--- src/cdc_params.svh ---
/*
 * Offsets, field positions, reset values and timing counts of the
 * clock distribution configuration block.
 * Assumes inclusion by bare name from the design files.
 */
`ifndef CDC_PARAMS_SVH
`define CDC_PARAMS_SVH

// ==========================================================
// Register offsets (6-bit serial address space)
`define CDC_ADDR_PORT_CFG 6'h00
`define CDC_ADDR_MODE 6'h01
`define CDC_ADDR_IO_CFG 6'h14
`define CDC_ADDR_PLL_CLK 6'h15
`define CDC_ADDR_ROUTE 6'h16

// ==========================================================
// Field positions
`define CDC_BIT_THREE_WIRE 7
`define CDC_BIT_LSB_FIRST 6
`define CDC_BIT_MODE_AUX 2
`define CDC_BIT_FULL_DUPLEX 4
`define CDC_BIT_BYPASS 7
`define CDC_BIT_ADC_HALVE 5
`define CDC_BIT_ALT_TIMING 4
`define CDC_BIT_DIV_FIVE 3
`define CDC_BIT_AUX_PLL 5
`define CDC_BIT_NARROW 2
`define CDC_MULT_MAX 3'h4

// ==========================================================
// Reset values
`define CDC_RST_PORT_CFG 8'h00
`define CDC_RST_MODE 8'h00
`define CDC_RST_IO_CFG 8'h10
`define CDC_RST_PLL_CLK 8'h00
`define CDC_RST_ROUTE 8'h00

// ==========================================================
// Serial frame counts, in rising serial clock edges
`define CDC_EDGE_INSTR 5'h07
`define CDC_EDGE_BYTE1 5'h0F
`define CDC_EDGE_BYTE2 5'h17

`endif

--- src/cdc_pkg.sv ---
/*
 * Types of the clock distribution configuration block.
 * Assumes nothing of its surroundings.
 */
package cdc_pkg;

  // Decoded clock routing controls for the analog clock tree
  typedef struct packed {
    logic pll_bypass;
    logic [2:0] pll_mult;
    logic div_five;
    logic alt_timing;
    logic adc_halve;
    logic adc_src_pll;
    logic rx_src_pll;
    logic aux_from_pll;
    logic loop_narrow;
  } cdc_route_t;

  // Decoded instruction byte
  typedef struct packed {
    logic rd;
    logic dual;
    logic [5:0] addr;
  } cdc_instr_t;

endpackage

--- src/cdc_clock_config.sv ---
/*
 * Serial register port and clock distribution configuration registers.
 * Assumes serial pins arrive asynchronously; serial clock must stay at
 * or below a quarter of i_clk so each level is seen after sync.
 */
// Behaviour
// - Bypass bit routes clock around the PLL while the PLL keeps running.
// - ADC clock halve bit divides the ADC source by two, default undivided.
// - ADC source is rx reference in normal timing, PLL out in alternate.
// - Alternate timing bit defaults low; high drives rx path from PLL.
// - Divide-by-five bit divides PLL output by five, default undivided.
// - Three-bit multiplier selects 1x,2x,4x,8x,16x; default 000.
// - Aux clock from PLL only when mode bit or full duplex is set.
// - Narrow bit changes the PLL loop bandwidth.
// - Port supports one or two byte transfers, MSB or LSB first.
// - Port is three-wire bidirectional or four-wire split data.
// - Normal timing tx from tx ref via PLL; alternate PLL clocks both.
// - Writes commit after the 16th or 24th rising edge; partial ignored.
`timescale 1ns/100ps
`include "cdc_params.svh"

module cdc_clock_config (
  input wire logic i_clk,
  input wire logic i_nrst,
  input wire logic i_sen_n,
  input wire logic i_sclk,
  input wire logic i_sdio,
  output logic o_sdio,
  output logic o_sdio_oe_n,
  output logic o_serial_data_out,
  output logic o_serial_data_out_oe_n,
  output cdc_pkg::cdc_route_t o_route
);

  // ==========================================================
  // Pin synchronisers
  logic [1:0] sen_s_r;
  logic [1:0] sclk_s_r;
  logic [1:0] sdio_s_r;
  logic sclk_d_r;

  always_ff @(posedge i_clk or negedge i_nrst) begin
    if (!i_nrst) begin
      sen_s_r <= 2'h3;
      sclk_s_r <= 2'h0;
      sdio_s_r <= 2'h0;
      sclk_d_r <= 1'b0;
    end else begin
      sen_s_r <= {sen_s_r[0], i_sen_n};
      sclk_s_r <= {sclk_s_r[0], i_sclk};
      sdio_s_r <= {sdio_s_r[0], i_sdio};
      sclk_d_r <= sclk_s_r[1];
    end
  end

  wire logic active = ~sen_s_r[1];
  wire logic rise = active & sclk_s_r[1] & ~sclk_d_r;
  wire logic fall = active & ~sclk_s_r[1] & sclk_d_r;
  wire logic din = sdio_s_r[1];

  // ==========================================================
  // Register storage
  logic [7:0] port_cfg_r;
  logic [7:0] mode_r;
  logic [7:0] io_cfg_r;
  logic [7:0] pll_clk_r;
  logic [7:0] route_r;

  wire logic lsb_first = port_cfg_r[`CDC_BIT_LSB_FIRST];
  wire logic three_wire = port_cfg_r[`CDC_BIT_THREE_WIRE];

  // Read mux, used for both bytes of a read
  function automatic logic [7:0] reg_read(input logic [5:0] a);
    case (a)
      `CDC_ADDR_PORT_CFG: reg_read = port_cfg_r;
      `CDC_ADDR_MODE: reg_read = mode_r;
      `CDC_ADDR_IO_CFG: reg_read = io_cfg_r;
      `CDC_ADDR_PLL_CLK: reg_read = pll_clk_r;
      `CDC_ADDR_ROUTE: reg_read = route_r;
      default: reg_read = 8'h00;
    endcase
  endfunction

  // ==========================================================
  // Serial frame state
  logic [4:0] cnt_r;
  logic [7:0] in_sr_r;
  logic [7:0] out_sr_r;
  logic [7:0] byte0_r;
  logic done_r;
  cdc_pkg::cdc_instr_t instr_r;

  // Bit order follows the LSB-first setting for all bytes
  wire logic [7:0] in_nxt = lsb_first ? {din, in_sr_r[7:1]} :
                                        {in_sr_r[6:0], din};
  wire cdc_pkg::cdc_instr_t instr_nxt = in_nxt;
  // Second byte address walks down MSB-first, up LSB-first
  wire logic [5:0] addr2 = lsb_first ? instr_r.addr + 6'h01 :
                                       instr_r.addr - 6'h01;
  wire logic at_instr = rise & ~done_r & (cnt_r == `CDC_EDGE_INSTR);
  wire logic at_b1 = rise & ~done_r & (cnt_r == `CDC_EDGE_BYTE1);
  wire logic at_b2 = rise & ~done_r & (cnt_r == `CDC_EDGE_BYTE2);
  wire logic in_data = cnt_r > `CDC_EDGE_INSTR;
  wire logic rd_phase = active & in_data & instr_r.rd & ~done_r;

  // Commit only on the final edge of a complete write frame
  wire logic wr_single = at_b1 & ~instr_r.rd & ~instr_r.dual;
  wire logic wr_dual = at_b2 & ~instr_r.rd & instr_r.dual;
  wire logic wa_en = wr_single | wr_dual;
  wire logic [7:0] wa_data = instr_r.dual ? byte0_r : in_nxt;
  wire logic wb_en = wr_dual;

  // Frame counter restarts whenever the select goes high
  always_ff @(posedge i_clk or negedge i_nrst) begin
    if (!i_nrst) begin
      cnt_r <= 5'h00;
      done_r <= 1'b0;
    end else if (!active) begin
      cnt_r <= 5'h00;
      done_r <= 1'b0;
    end else if (rise && !done_r) begin
      cnt_r <= cnt_r + 5'h01;
      done_r <= (at_b1 & ~instr_r.dual) | at_b2;
    end
  end

  // Input shifter, instruction and first data byte hold
  always_ff @(posedge i_clk or negedge i_nrst) begin
    if (!i_nrst) begin
      in_sr_r <= 8'h00;
      instr_r <= '0;
      byte0_r <= 8'h00;
    end else if (rise) begin
      in_sr_r <= in_nxt;
      if (at_instr) instr_r <= instr_nxt;
      if (at_b1) byte0_r <= in_nxt;
    end
  end

  // Read shifter loads at byte boundaries, shifts on falling edges
  always_ff @(posedge i_clk or negedge i_nrst) begin
    if (!i_nrst) begin
      out_sr_r <= 8'h00;
    end else if (at_instr && instr_nxt.rd) begin
      out_sr_r <= reg_read(instr_nxt.addr);
    end else if (at_b1 && instr_r.rd && instr_r.dual) begin
      out_sr_r <= reg_read(addr2);
    end else if (fall && rd_phase) begin
      out_sr_r <= lsb_first ? {1'b0, out_sr_r[7:1]} :
                              {out_sr_r[6:0], 1'b0};
    end
  end

  // ==========================================================
  // Output pins: one data bit per falling edge, float when deselected
  wire logic obit = lsb_first ? out_sr_r[0] : out_sr_r[7];

  always_ff @(posedge i_clk or negedge i_nrst) begin
    if (!i_nrst) begin
      o_sdio <= 1'b0;
      o_serial_data_out <= 1'b0;
      o_sdio_oe_n <= 1'b1;
      o_serial_data_out_oe_n <= 1'b1;
    end else begin
      if (fall && rd_phase) begin
        o_sdio <= obit;
        o_serial_data_out <= obit;
      end
      // Three-wire turns data pin round and floats split output
      o_sdio_oe_n <= ~(rd_phase & three_wire &
                       (fall | ~o_sdio_oe_n));
      o_serial_data_out_oe_n <= ~(rd_phase & ~three_wire &
                                  (fall | ~o_serial_data_out_oe_n));
    end
  end

  // ==========================================================
  // Register writes; second byte of a dual write lands at addr2
  function automatic logic hit(input logic en, input logic [5:0] a,
                               input logic [5:0] r);
    hit = en & (a == r);
  endfunction

  wire logic [5:0] wa_addr = instr_r.addr;
  wire logic [7:0] wb_data = in_nxt;

  // Multiplier field keeps its old value on unused codes
  function automatic logic [7:0] pll_merge(input logic [7:0] d,
                                           input logic [7:0] old);
    pll_merge = (d[2:0] > `CDC_MULT_MAX) ? {d[7:3], old[2:0]} : d;
  endfunction

  always_ff @(posedge i_clk or negedge i_nrst) begin
    if (!i_nrst) begin
      port_cfg_r <= `CDC_RST_PORT_CFG;
      mode_r <= `CDC_RST_MODE;
      io_cfg_r <= `CDC_RST_IO_CFG;
      pll_clk_r <= `CDC_RST_PLL_CLK;
      route_r <= `CDC_RST_ROUTE;
    end else begin
      if (hit(wa_en, wa_addr, `CDC_ADDR_PORT_CFG)) port_cfg_r <= wa_data;
      else if (hit(wb_en, addr2, `CDC_ADDR_PORT_CFG)) port_cfg_r <= wb_data;
      if (hit(wa_en, wa_addr, `CDC_ADDR_MODE)) mode_r <= wa_data;
      else if (hit(wb_en, addr2, `CDC_ADDR_MODE)) mode_r <= wb_data;
      if (hit(wa_en, wa_addr, `CDC_ADDR_IO_CFG)) io_cfg_r <= wa_data;
      else if (hit(wb_en, addr2, `CDC_ADDR_IO_CFG)) io_cfg_r <= wb_data;
      if (hit(wa_en, wa_addr, `CDC_ADDR_PLL_CLK))
        pll_clk_r <= pll_merge(wa_data, pll_clk_r);
      else if (hit(wb_en, addr2, `CDC_ADDR_PLL_CLK))
        pll_clk_r <= pll_merge(wb_data, pll_clk_r);
      if (hit(wa_en, wa_addr, `CDC_ADDR_ROUTE)) route_r <= wa_data;
      else if (hit(wb_en, addr2, `CDC_ADDR_ROUTE)) route_r <= wb_data;
    end
  end

  // ==========================================================
  // Clock routing decode
  cdc_route_decode u_decode (
    .i_clk(i_clk),
    .i_nrst(i_nrst),
    .i_pll_clk(pll_clk_r),
    .i_route(route_r),
    .i_mode_aux(mode_r[`CDC_BIT_MODE_AUX]),
    .i_full_duplex(io_cfg_r[`CDC_BIT_FULL_DUPLEX]),
    .o_route(o_route)
  );

endmodule // cdc_clock_config

--- src/cdc_route_decode.sv ---
/*
 * Turns the stored clock registers into registered routing controls.
 * Assumes register values from the same clock domain.
 */
`timescale 1ns/100ps
`include "cdc_params.svh"

module cdc_route_decode (
  input wire logic i_clk,
  input wire logic i_nrst,
  input wire logic [7:0] i_pll_clk,
  input wire logic [7:0] i_route,
  input wire logic i_mode_aux,
  input wire logic i_full_duplex,
  output cdc_pkg::cdc_route_t o_route
);

  // ==========================================================
  // Decode
  wire cdc_pkg::cdc_route_t route_nxt;
  wire logic alt = i_pll_clk[`CDC_BIT_ALT_TIMING];
  wire logic aux_ok = i_mode_aux | i_full_duplex;

  // Bypass leaves PLL running, only the output path moves
  assign route_nxt.pll_bypass = i_pll_clk[`CDC_BIT_BYPASS];
  assign route_nxt.pll_mult = i_pll_clk[2:0];
  assign route_nxt.div_five = i_pll_clk[`CDC_BIT_DIV_FIVE];
  assign route_nxt.alt_timing = alt;
  assign route_nxt.adc_halve = i_pll_clk[`CDC_BIT_ADC_HALVE];
  assign route_nxt.adc_src_pll = alt;
  // Alternate timing: tx ref feeds PLL which clocks both paths
  assign route_nxt.rx_src_pll = alt;
  // Aux switch only honoured in the qualifying interface modes
  assign route_nxt.aux_from_pll = i_route[`CDC_BIT_AUX_PLL] & aux_ok;
  assign route_nxt.loop_narrow = i_route[`CDC_BIT_NARROW];

  // ==========================================================
  // Output register
  always_ff @(posedge i_clk or negedge i_nrst) begin
    if (!i_nrst) begin
      o_route <= '0;
    end else begin
      o_route <= route_nxt;
    end
  end

endmodule // cdc_route_decode
--- config.mk ---
export PLATFORM = sky130hd
export DESIGN_NAME = cdc_clock_config
export DESIGN_NICKNAME = d
export VERILOG_FILES = /design/src/cdc_pkg.sv /design/src/cdc_clock_config.sv /design/src/cdc_route_decode.sv
export VERILOG_INCLUDE_DIRS = /design/src
export SDC_FILE = /design/constraint.sdc
export NUM_CORES = 1
export LEC_CHECK = 0
export BUFFER_PORTS_ARGS = -buffer_cell sky130_fd_sc_hd__buf_4
export CORE_ASPECT_RATIO = 0.8
export CORE_UTILIZATION = 65
export DETAILED_ROUTE_END_ITERATION = 8
export GPL_TIMING_DRIVEN = 0
export PLACE_DENSITY = 0.82
export SYNTH_ARGS = -nofsm -noshare
export SYNTH_HDL_FRONTEND = slang
export SYNTH_SLANG_ARGS = --single-unit
--- constraint.sdc ---
create_clock -name i_clk -period 4.65 [get_ports i_clk]
set_input_delay 0.93 -clock i_clk [delete_from_list [all_inputs] [get_ports i_clk]]
set_output_delay 0.93 -clock i_clk [all_outputs]
set_load 0.02 [all_outputs]
==> metrics.md, run 1 <==
| Metric | Value |
|---|---|
| I/O Buffers | 19 |
| Max_slew headroom | 18.90% |
| Cts bufs inserted | 9 |
| Cell type with the largest total area after synthesis | dfrtp_1 |
| IO Pins | 20 |
| RSZ-0062 raised after global routing | false |
| Crit. End Element | register |
| Hold/Removal Path Class | register to register |
| CTS tree | yes |
| Largest net degree at the start of global routing | 98 |
| Hold Fails Final Rpt | 0 |
| Total Wirelength | 16,790 microns |
| # resized after CTS | 0 |
| Post-CTS Repair Setup Buffers | 0 |
| Initial antenna violation count | 0 |
| Worst hold path startpoint | sclk_s_r[0] |
| Asr flop ratio synth | 100.0% |
| Mapped cell area | 5550 sq um |
| Max Fclk | 0.2863 GHz |
| Final period util | 75.11% |
| Reg2reg start | cnt_r[0] |
| Post-Syn Instances | 581 |
| Max VDD drop | 190.9 uV |
| Worst path required time | 4.91 ns |
| PD cells | 273.7 nW/um^2 |
| Via/cell ratio | 7.148 |
| Core ar. | 8092 sq um |
| Post-synth EDFFs | 0 |
| Die height | 84.65 microns |
| Number of global-route vias before repair | 4,754 |
| Startpoint types | register |
| ANT cells | 0 |
| First-pass GRT wire length | 26,270 microns |
| Setup_tns | 0 ns |
| Setup violations, final | 0 |
| Minimum clock period | 3.493 ns |
| Worst setup path startpoint | cnt_r[0] |
| Clock net sink count | 97 |
| Critical path data arrival time | 3.75 ns |
| Initial core utilization | 68.59% |
| Area Growth Syn to Fin | 8.769% |
| DP HPWL | 12,230 microns |
| Critical path class | register to register |
| DRT Pass-1 Iters | 5 |
| Synth Net Count | 593 |
| Die Width | 105.3 microns |
| Ranking of synthesized cells by area | dfrtp_1, a21oi_1, nand2_1, mux2i_1, o21ai_0 |
| DRT antenna net count | 0 |
| Fin Clk Skew | 0.01987 ns |
| DR iter-0 viols | 684 |
| # rows | 29 |
| Total GRT Usage | 39.32% |
| Yosys reg bits | 97 |
| Die area | 8915 sq um |
| Slew Limit Fails | 0 |
| Latest clock arrival within the worst-skew pair | 0.39 ns |
| Leakage | 2.642 nW |
| Final Power | 1.652 mW |
| GP Congestion | 0.9869 |
| Root Buffer | clkbuf_8 |
| DRC viols | 0 |
| Drt wl/cell | 23.19 microns |
| YS warnings | 0 |
| Clock slew at the register clock pins of the worst setup and hold paths | 0.10 ns |
| Run status | finished, final reports clean |
| CP max FO | 9 |
| Nets | 623 |
| Register area share after synthesis | 43.85% |
| Global route overflow | 0 |
| Synth Flop Type | dfrtp_1 |
| Max Cap Viol | 0 |
| Hold_buf cts | 0 |
| Fraction of layout cells with a size suffix above 1 | 15.10% |
| Post-synth top area share | 41.48% |
| Post-Syn Area per Cell | 9.553 sq um |
| Worst slew pin tran | 1.207 ns |
| Max H-tree Level | 3 |
| Via count | 5,175 |
| Cell variety after synth | 85 |
| Max clock buf depth | 2 |
## sequential cells by signal (all words and copies together), names as in the netlist, 2 cells and up
| name | cells |
|---|---|
| port_cfg_r | 8 |
| wa_addr | 6 |
| pll_clk_r | 8 |
| sdio_s_r | 2 |
| mode_r | 8 |
| route_r | 8 |
| out_sr_r | 8 |
| instr_r | 2 |
| in_sr_r | 8 |
| byte0_r | 8 |
| u_decode.o_route | 9 |
| sen_s_r | 2 |
| io_cfg_r | 8 |
| cnt_r | 5 |
| sclk_s_r | 2 |
## Yosys cell counts (8+ instances only)
library cell	n
nand3_1	13
mux2_2	11
o22ai_1	22
inv_1	11
mux2i_1	23
o221ai_1	8
nand2_1	72
dfrtp_1	92
clkbuf_1	13
o21ai_0	39
a21oi_1	63
a22oi_1	11
nor2_1	41
## power breakdown
group	total, mW	switching (mW)	internal (mW)	leakage (nW)
Combinational	0.178	0.135	0.0425	1.24
Clock	0.587	0.329	0.258	0.103
Sequential	0.888	0.0235	0.864	1.30
Total	1.65	0.488	1.16	2.64
## metrics by stage
step                      cell area, sq um  utilization, %  worst slack [ns]  hold slack [ns]  cells
after floorplan                       5550               -             2.051           0.3312    581
after global placement                5828           72.03             1.433           0.3317    708
after detailed placement              5828           72.03             1.288           0.3403    708
after CTS                             6037           74.61             1.289           0.3640    724
after global routing                  6037           74.61            0.9089           0.3666    724
final                                 6037           74.61             1.157           0.3595    724
## cells in the final DEF (no fill, tap or decap), types with 4 or more instances in the layout
| cell type | synthesis | layout |
|---|---|---|
| buf_2 | 6 | 6 |
| a32oi_1 | 5 | 5 |
| nor2b_1 | 5 | 5 |
| o221ai_1 | 8 | 8 |
| nand3_1 | 13 | 13 |
| nor3_1 | 6 | 6 |
| a21oi_1 | 63 | 63 |
| buf_6 | 4 | 4 |
| mux2_2 | 11 | 11 |
| a22oi_1 | 11 | 11 |
| nor2_1 | 41 | 41 |
| a211oi_1 | 7 | 7 |
| dfstp_2 | 5 | 5 |
| clkbuf_8 | 2 | 11 |
| and3_1 | 5 | 5 |
| inv_1 | 11 | 11 |
| dfrtp_1 | 92 | 92 |
| a32o_1 | 4 | 4 |
| nand2_1 | 72 | 72 |
| clkbuf_1 | 13 | 13 |
| o21ai_0 | 39 | 39 |
| buf_4 | 4 | 23 |
| mux2i_1 | 23 | 23 |
| ha_1 | 7 | 7 |
| nand3b_1 | 4 | 4 |
| nand2b_1 | 4 | 4 |
| o22ai_1 | 22 | 22 |
| nand4_1 | 6 | 6 |
| a221oi_1 | 5 | 5 |
| xor2_1 | 4 | 4 |
## layer usage
| layer | GRT usage (%) | vias up | part of all wire, % |
|---|---|---|---|
| met3 | 8.307 | 64 | 12 |
| li1 | - | 2229 | - |
| met4 | 17.29 | 0 | 4.0 |
| met2 | 58.25 | 405 | 43 |
| met1 | 56.08 | 2477 | 41 |
| met5 | 0 | - | 0 |
## logic make-up (layout without fill, tap and decap cells)
kind of cell,Yosys count,after routing,synth area share (%)
DFF,97,97,43.85
xor gates and xnor gates,7,7,1.443
buffers and inverters,43,78,4.351
AOI/OAI and AO/OA,202,202,24.08
and+or+nand+nor,188,188,17.72
adders and majority gates,7,7,1.578
muxes,37,37,6.988
## final timing paths
| check | end | slack [ns] | depth (start not counted) |
|---|---|---|---|
| worst max-delay path | out_sr_r[6] | 1.16 | 8 |
| worst min-delay path | sclk_s_r[1] | 0.36 | 0 |
| worst max register to register | out_sr_r[6] | 1.16 | 8 |
| worst min register to register | sclk_s_r[1] | 0.36 | 0 |
| max in group asynchronous | route_r[4] | 3.09 | 1 |
| min in group asynchronous | wa_addr[2] | 0.80 | 1 |
## area by class of cell
type,count,area [sq um]
Inverter,11,41.29
Clock buffer,9,123.9
Sequential cell,97,2434
Clock inverter,7,85.08
Buffer,32,200.2
Fill cell,592,2054
Tap cell,108,135.1
Multi-Input combinational cell,441,2875
Timing Repair Buffer,19,142.6
## critical path, stage by stage (launching register included)
cell,delay (ns)
dfrtp_1,0.44
ha_1,0.29
nand4b_1,0.20
a2111oi_0,0.91
nand3b_1,0.55
nand3_1,0.50
o21ai_0,0.21
a31oi_1,0.18
a21oi_1,0.09
Note: power is estimated with default switching activity, not from simulation.
==> run 2, diff against run 1 <==
--- a/config.mk
+++ b/config.mk
@@ -8,10 +8,10 @@
 export LEC_CHECK = 0
 export BUFFER_PORTS_ARGS = -buffer_cell sky130_fd_sc_hd__buf_4
 export CORE_ASPECT_RATIO = 0.8
-export CORE_UTILIZATION = 65
+export CORE_UTILIZATION = 56
 export DETAILED_ROUTE_END_ITERATION = 8
 export GPL_TIMING_DRIVEN = 0
-export PLACE_DENSITY = 0.82
+export PLACE_DENSITY = 0.75
 export SYNTH_ARGS = -nofsm -noshare
 export SYNTH_HDL_FRONTEND = slang
 export SYNTH_SLANG_ARGS = --single-unit
==> constraint.sdc (replaced) <==
create_clock -name i_clk -period 2.88 [get_ports i_clk]
set_input_delay 0.576 -clock i_clk [delete_from_list [all_inputs] [get_ports i_clk]]
set_output_delay 0.576 -clock i_clk [all_outputs]
set_load 0.02 [all_outputs]
==> run 2 against run 1 <==
Against the previous run: worst hold slack worse by 0.041 ns; fmax grew 25%; wire length up 11%; die area up 16%; critical path type unchanged; largest cell class unchanged.
==> metrics.md, run 2 (synthesized netlist as in run 1, its figures left out) <==
| Metric | Value |
|---|---|
| Run status | finished, final reports clean |
| Max_slew headroom | 17.10% (-1.8 points) |
| Latest clock arrival within the worst-skew pair | 0.36 ns (-0.03 ns) |
| Max VDD drop | 456.0 uV (+140%) |
| Internal | 2.172 mW (+87%) |
| Post-DP Area | 5863 sq um (+0.60%) |
| Cell Count, Final, Fillers Out | 760 (+5.0%) |
| Root Buffer | clkbuf_16 |
| Total Wirelength | 18,630 microns (+11%) |
| Minimum clock period | 2.800 ns (-0.6929 ns) |
| Clock slew at the register clock pins of the worst setup and hold paths | 0.07 ns (-0.03 ns) |
| Dpl cells | 736 (+4.0%) |
| Initial core utilization | 57.52% (-11 points) |
| Worst slack, placed | -0.3721 ns (-1.660 ns) |
| Final period util | 97.21% (+22 points) |
| Worst path required time | 3.13 ns (-1.78 ns) |
| Max Fclk | 0.3572 GHz (+25%) |
| Max H-tree Level | 3 (unchanged) |
| Switch Pwr | 0.8954 mW (+84%) |
| Critical path class | register to register |
| Startpoint types | register |
| Register area | 2434 sq um (unchanged) |
| Slew Limit Fails | 0 (unchanged) |
| Nets | 631 (+1.3%) |
| Via count | 5,167 (-0.15%) |
| Worst hold path startpoint | i_sclk |
| Clock net sink count | 97 (unchanged) |
| CP max FO | 10 (+1) |
| Clk pwr share | 42.5% (+7.0 points) |
| Core ar. | 9649 sq um (+19%) |
| Drt wl/cell | 24.52 microns (+5.7%) |
| Area Growth Syn to Fin | 15.42% |
| Fillers | 779 (+32%) |
| Die area | 10,320 sq um (+16%) |
| Reg2reg start | wa_addr[0] |
| Commonest cells after routing, fill and taps aside | dfrtp_1, nand2_1, a21oi_1 |
| Fraction of layout cells with a size suffix above 1 | 20.03% (+4.9 points) |
| DR iter-0 viols | 735 (+7.5%) |
| I/O Buffers | 19 (unchanged) |
| DRT antenna net count | 0 (unchanged) |
| Hold Fails Final Rpt | 0 (unchanged) |
| Sequential power share | 47.1% (-6.6 points) |
| Design area | 6406 sq um (+6.1%) |
| Setup violations, final | 0 (unchanged) |
| Worst slew pin tran | 1.244 ns (+0.03632 ns) |
| DRC viols | 0 (unchanged) |
| Initial antenna violation count | 1 (+1) |
| Max Cap Viol | 0 (unchanged) |
| Net Sw Frac | 29.19% (-0.32 points) |
| Hold/Removal Path Class | input port to register |
| Area of the multi-input gates | 3018 sq um (+5.0%) |
| DRT Pass-1 Iters | 6 (+1) |
| Largest net degree at the start of global routing | 98 (unchanged) |
| Most common cell after layout, fill and taps aside | dfrtp_1 |
| Die height | 91.05 microns (+7.6%) |
| Leakage | 2.810 nW (+6.4%) |
| Max clock buf depth | 2 (unchanged) |
| # rows | 32 (+10%) |
| Fin Clk Skew | 0.007071 ns (-0.01280 ns) |
| PD cells | 478.9 nW/um^2 (+75%) |
| ANT cells | 0 (unchanged) |
| Via/cell ratio | 6.799 (-4.9%) |
| Crit. End Element | register |
| GP Congestion | 0.9576 (-3.0%) |
| Worst setup path startpoint | wa_addr[0] |
| Comb pwr share | 10.3% (-0.5 points) |
| Max reg flops | 9 (unchanged) |
| IO Pins | 20 (unchanged) |
| Worst setup margin | 0.08035 ns (-1.077 ns) |
| Number of global-route vias before repair | 4,819 (+1.4%) |
| Setup_tns | 0 ns (unchanged) |
| Biggest register | u_decode.o_route |
| CTS tree | yes |
| Global route overflow | 0 (unchanged) |
| Total GRT Usage | 37.88% (-1.4 points) |
| Cts bufs inserted | 9 (unchanged) |
| Critical path data arrival time | 3.05 ns (-0.70 ns) |
| First-pass GRT wire length | 28,560 microns (+8.7%) |
| DP HPWL | 13,230 microns (+8.2%) |
| Die Width | 113.3 microns (+7.6%) |
run 2: cell types whose count changed in the layout (fill, tap and decap cells not counted), moves of 3 or more:
cell and delta:
a211oi_2 +3, clkbuf_1 -5, clkbuf_16 +9, buf_4 +11
a211oi_1 -3, mux2i_1 -3, clkbuf_8 -9, clkbuf_2 +3
run 2: final timing paths:
kind	end	slack, ns	depth (start not counted)
max	pll_clk_r[0]	0.08	9
min	sclk_s_r[0]	0.32	1
max reg2reg	pll_clk_r[0]	0.08	9
min reg2reg	sdio_s_r[1]	0.35	0
max in group asynchronous	sdio_s_r[1]	1.61	1
min in group asynchronous	cnt_r[2]	0.43	1
run 2: routing by layer:
metal / up-vias / part of all wire (%) / GRT usage, %
li1: 2251 / - / -
met4: 2 / 2.3 / 11.07
met3: 36 / 10 / 8.812
met5: - / 0.048 / 0
met1: 2571 / 44 / 57.44
met2: 307 / 43 / 53.63
run 2: power by group through the flow:
| stage | combinational [mW] | clock [mW] | sequential, mW |
|---|---|---|---|
| 5_1_grt | 0.342 | 1.35 | 1.45 |
| 4_1_cts | 0.300 | 1.31 | 1.44 |
| 6_report | 0.317 | 1.30 | 1.45 |
| 2_1_floorplan | 0.166 | 0 | 1.45 |
| 3_3_place_gp | 0.290 | 0 | 1.46 |
| 3_5_place_dp | 0.296 | 0 | 1.46 |
run 2: repair_timing:
item / 4_1_cts / 5_1_grt
pin swaps: 3 / 2
endpoints found under the setup margin: 38 / 35
endpoints found under the hold margin: 0 / 0
setup buffers: 5 / 5
gates resized for setup: 11 / 25
hold buffers: 0 / 0
run 2: worst max-delay path, stage by stage, from the launching register on:
cell and delay [ns]:
dfrtp_1 0.39, buf_6 0.17, clkinvlp_4 0.17, ha_1 0.40
xor2_4 0.23, o211ai_4 0.16, nor2_8 0.22, nand3_2 0.16
o31a_1 0.42, mux2_1 0.36
run 2: final cells by class:
class | count | area share [%]
Clock buffer | 9 | 3.516
Buffer | 30 | 3.145
Timing Repair Buffer | 29 | 3.398
Multi-Input combinational cell | 441 | 47.11
Inverter | 11 | 0.7031
Clock inverter | 7 | 1.484
Tap cell | 136 | 2.656
Sequential cell | 97 | 37.99
run 2: through the flow:
stage                     hold WS [ns]  util (%)  total power [mW]
after floorplan                 0.2804         -             1.614
after global placement          0.3321     60.76             1.747
after detailed placement        0.3347     60.76             1.758
after CTS                       0.3163     64.80             3.047
after global routing            0.3128     66.39             3.147
final                           0.3182     66.39             3.068
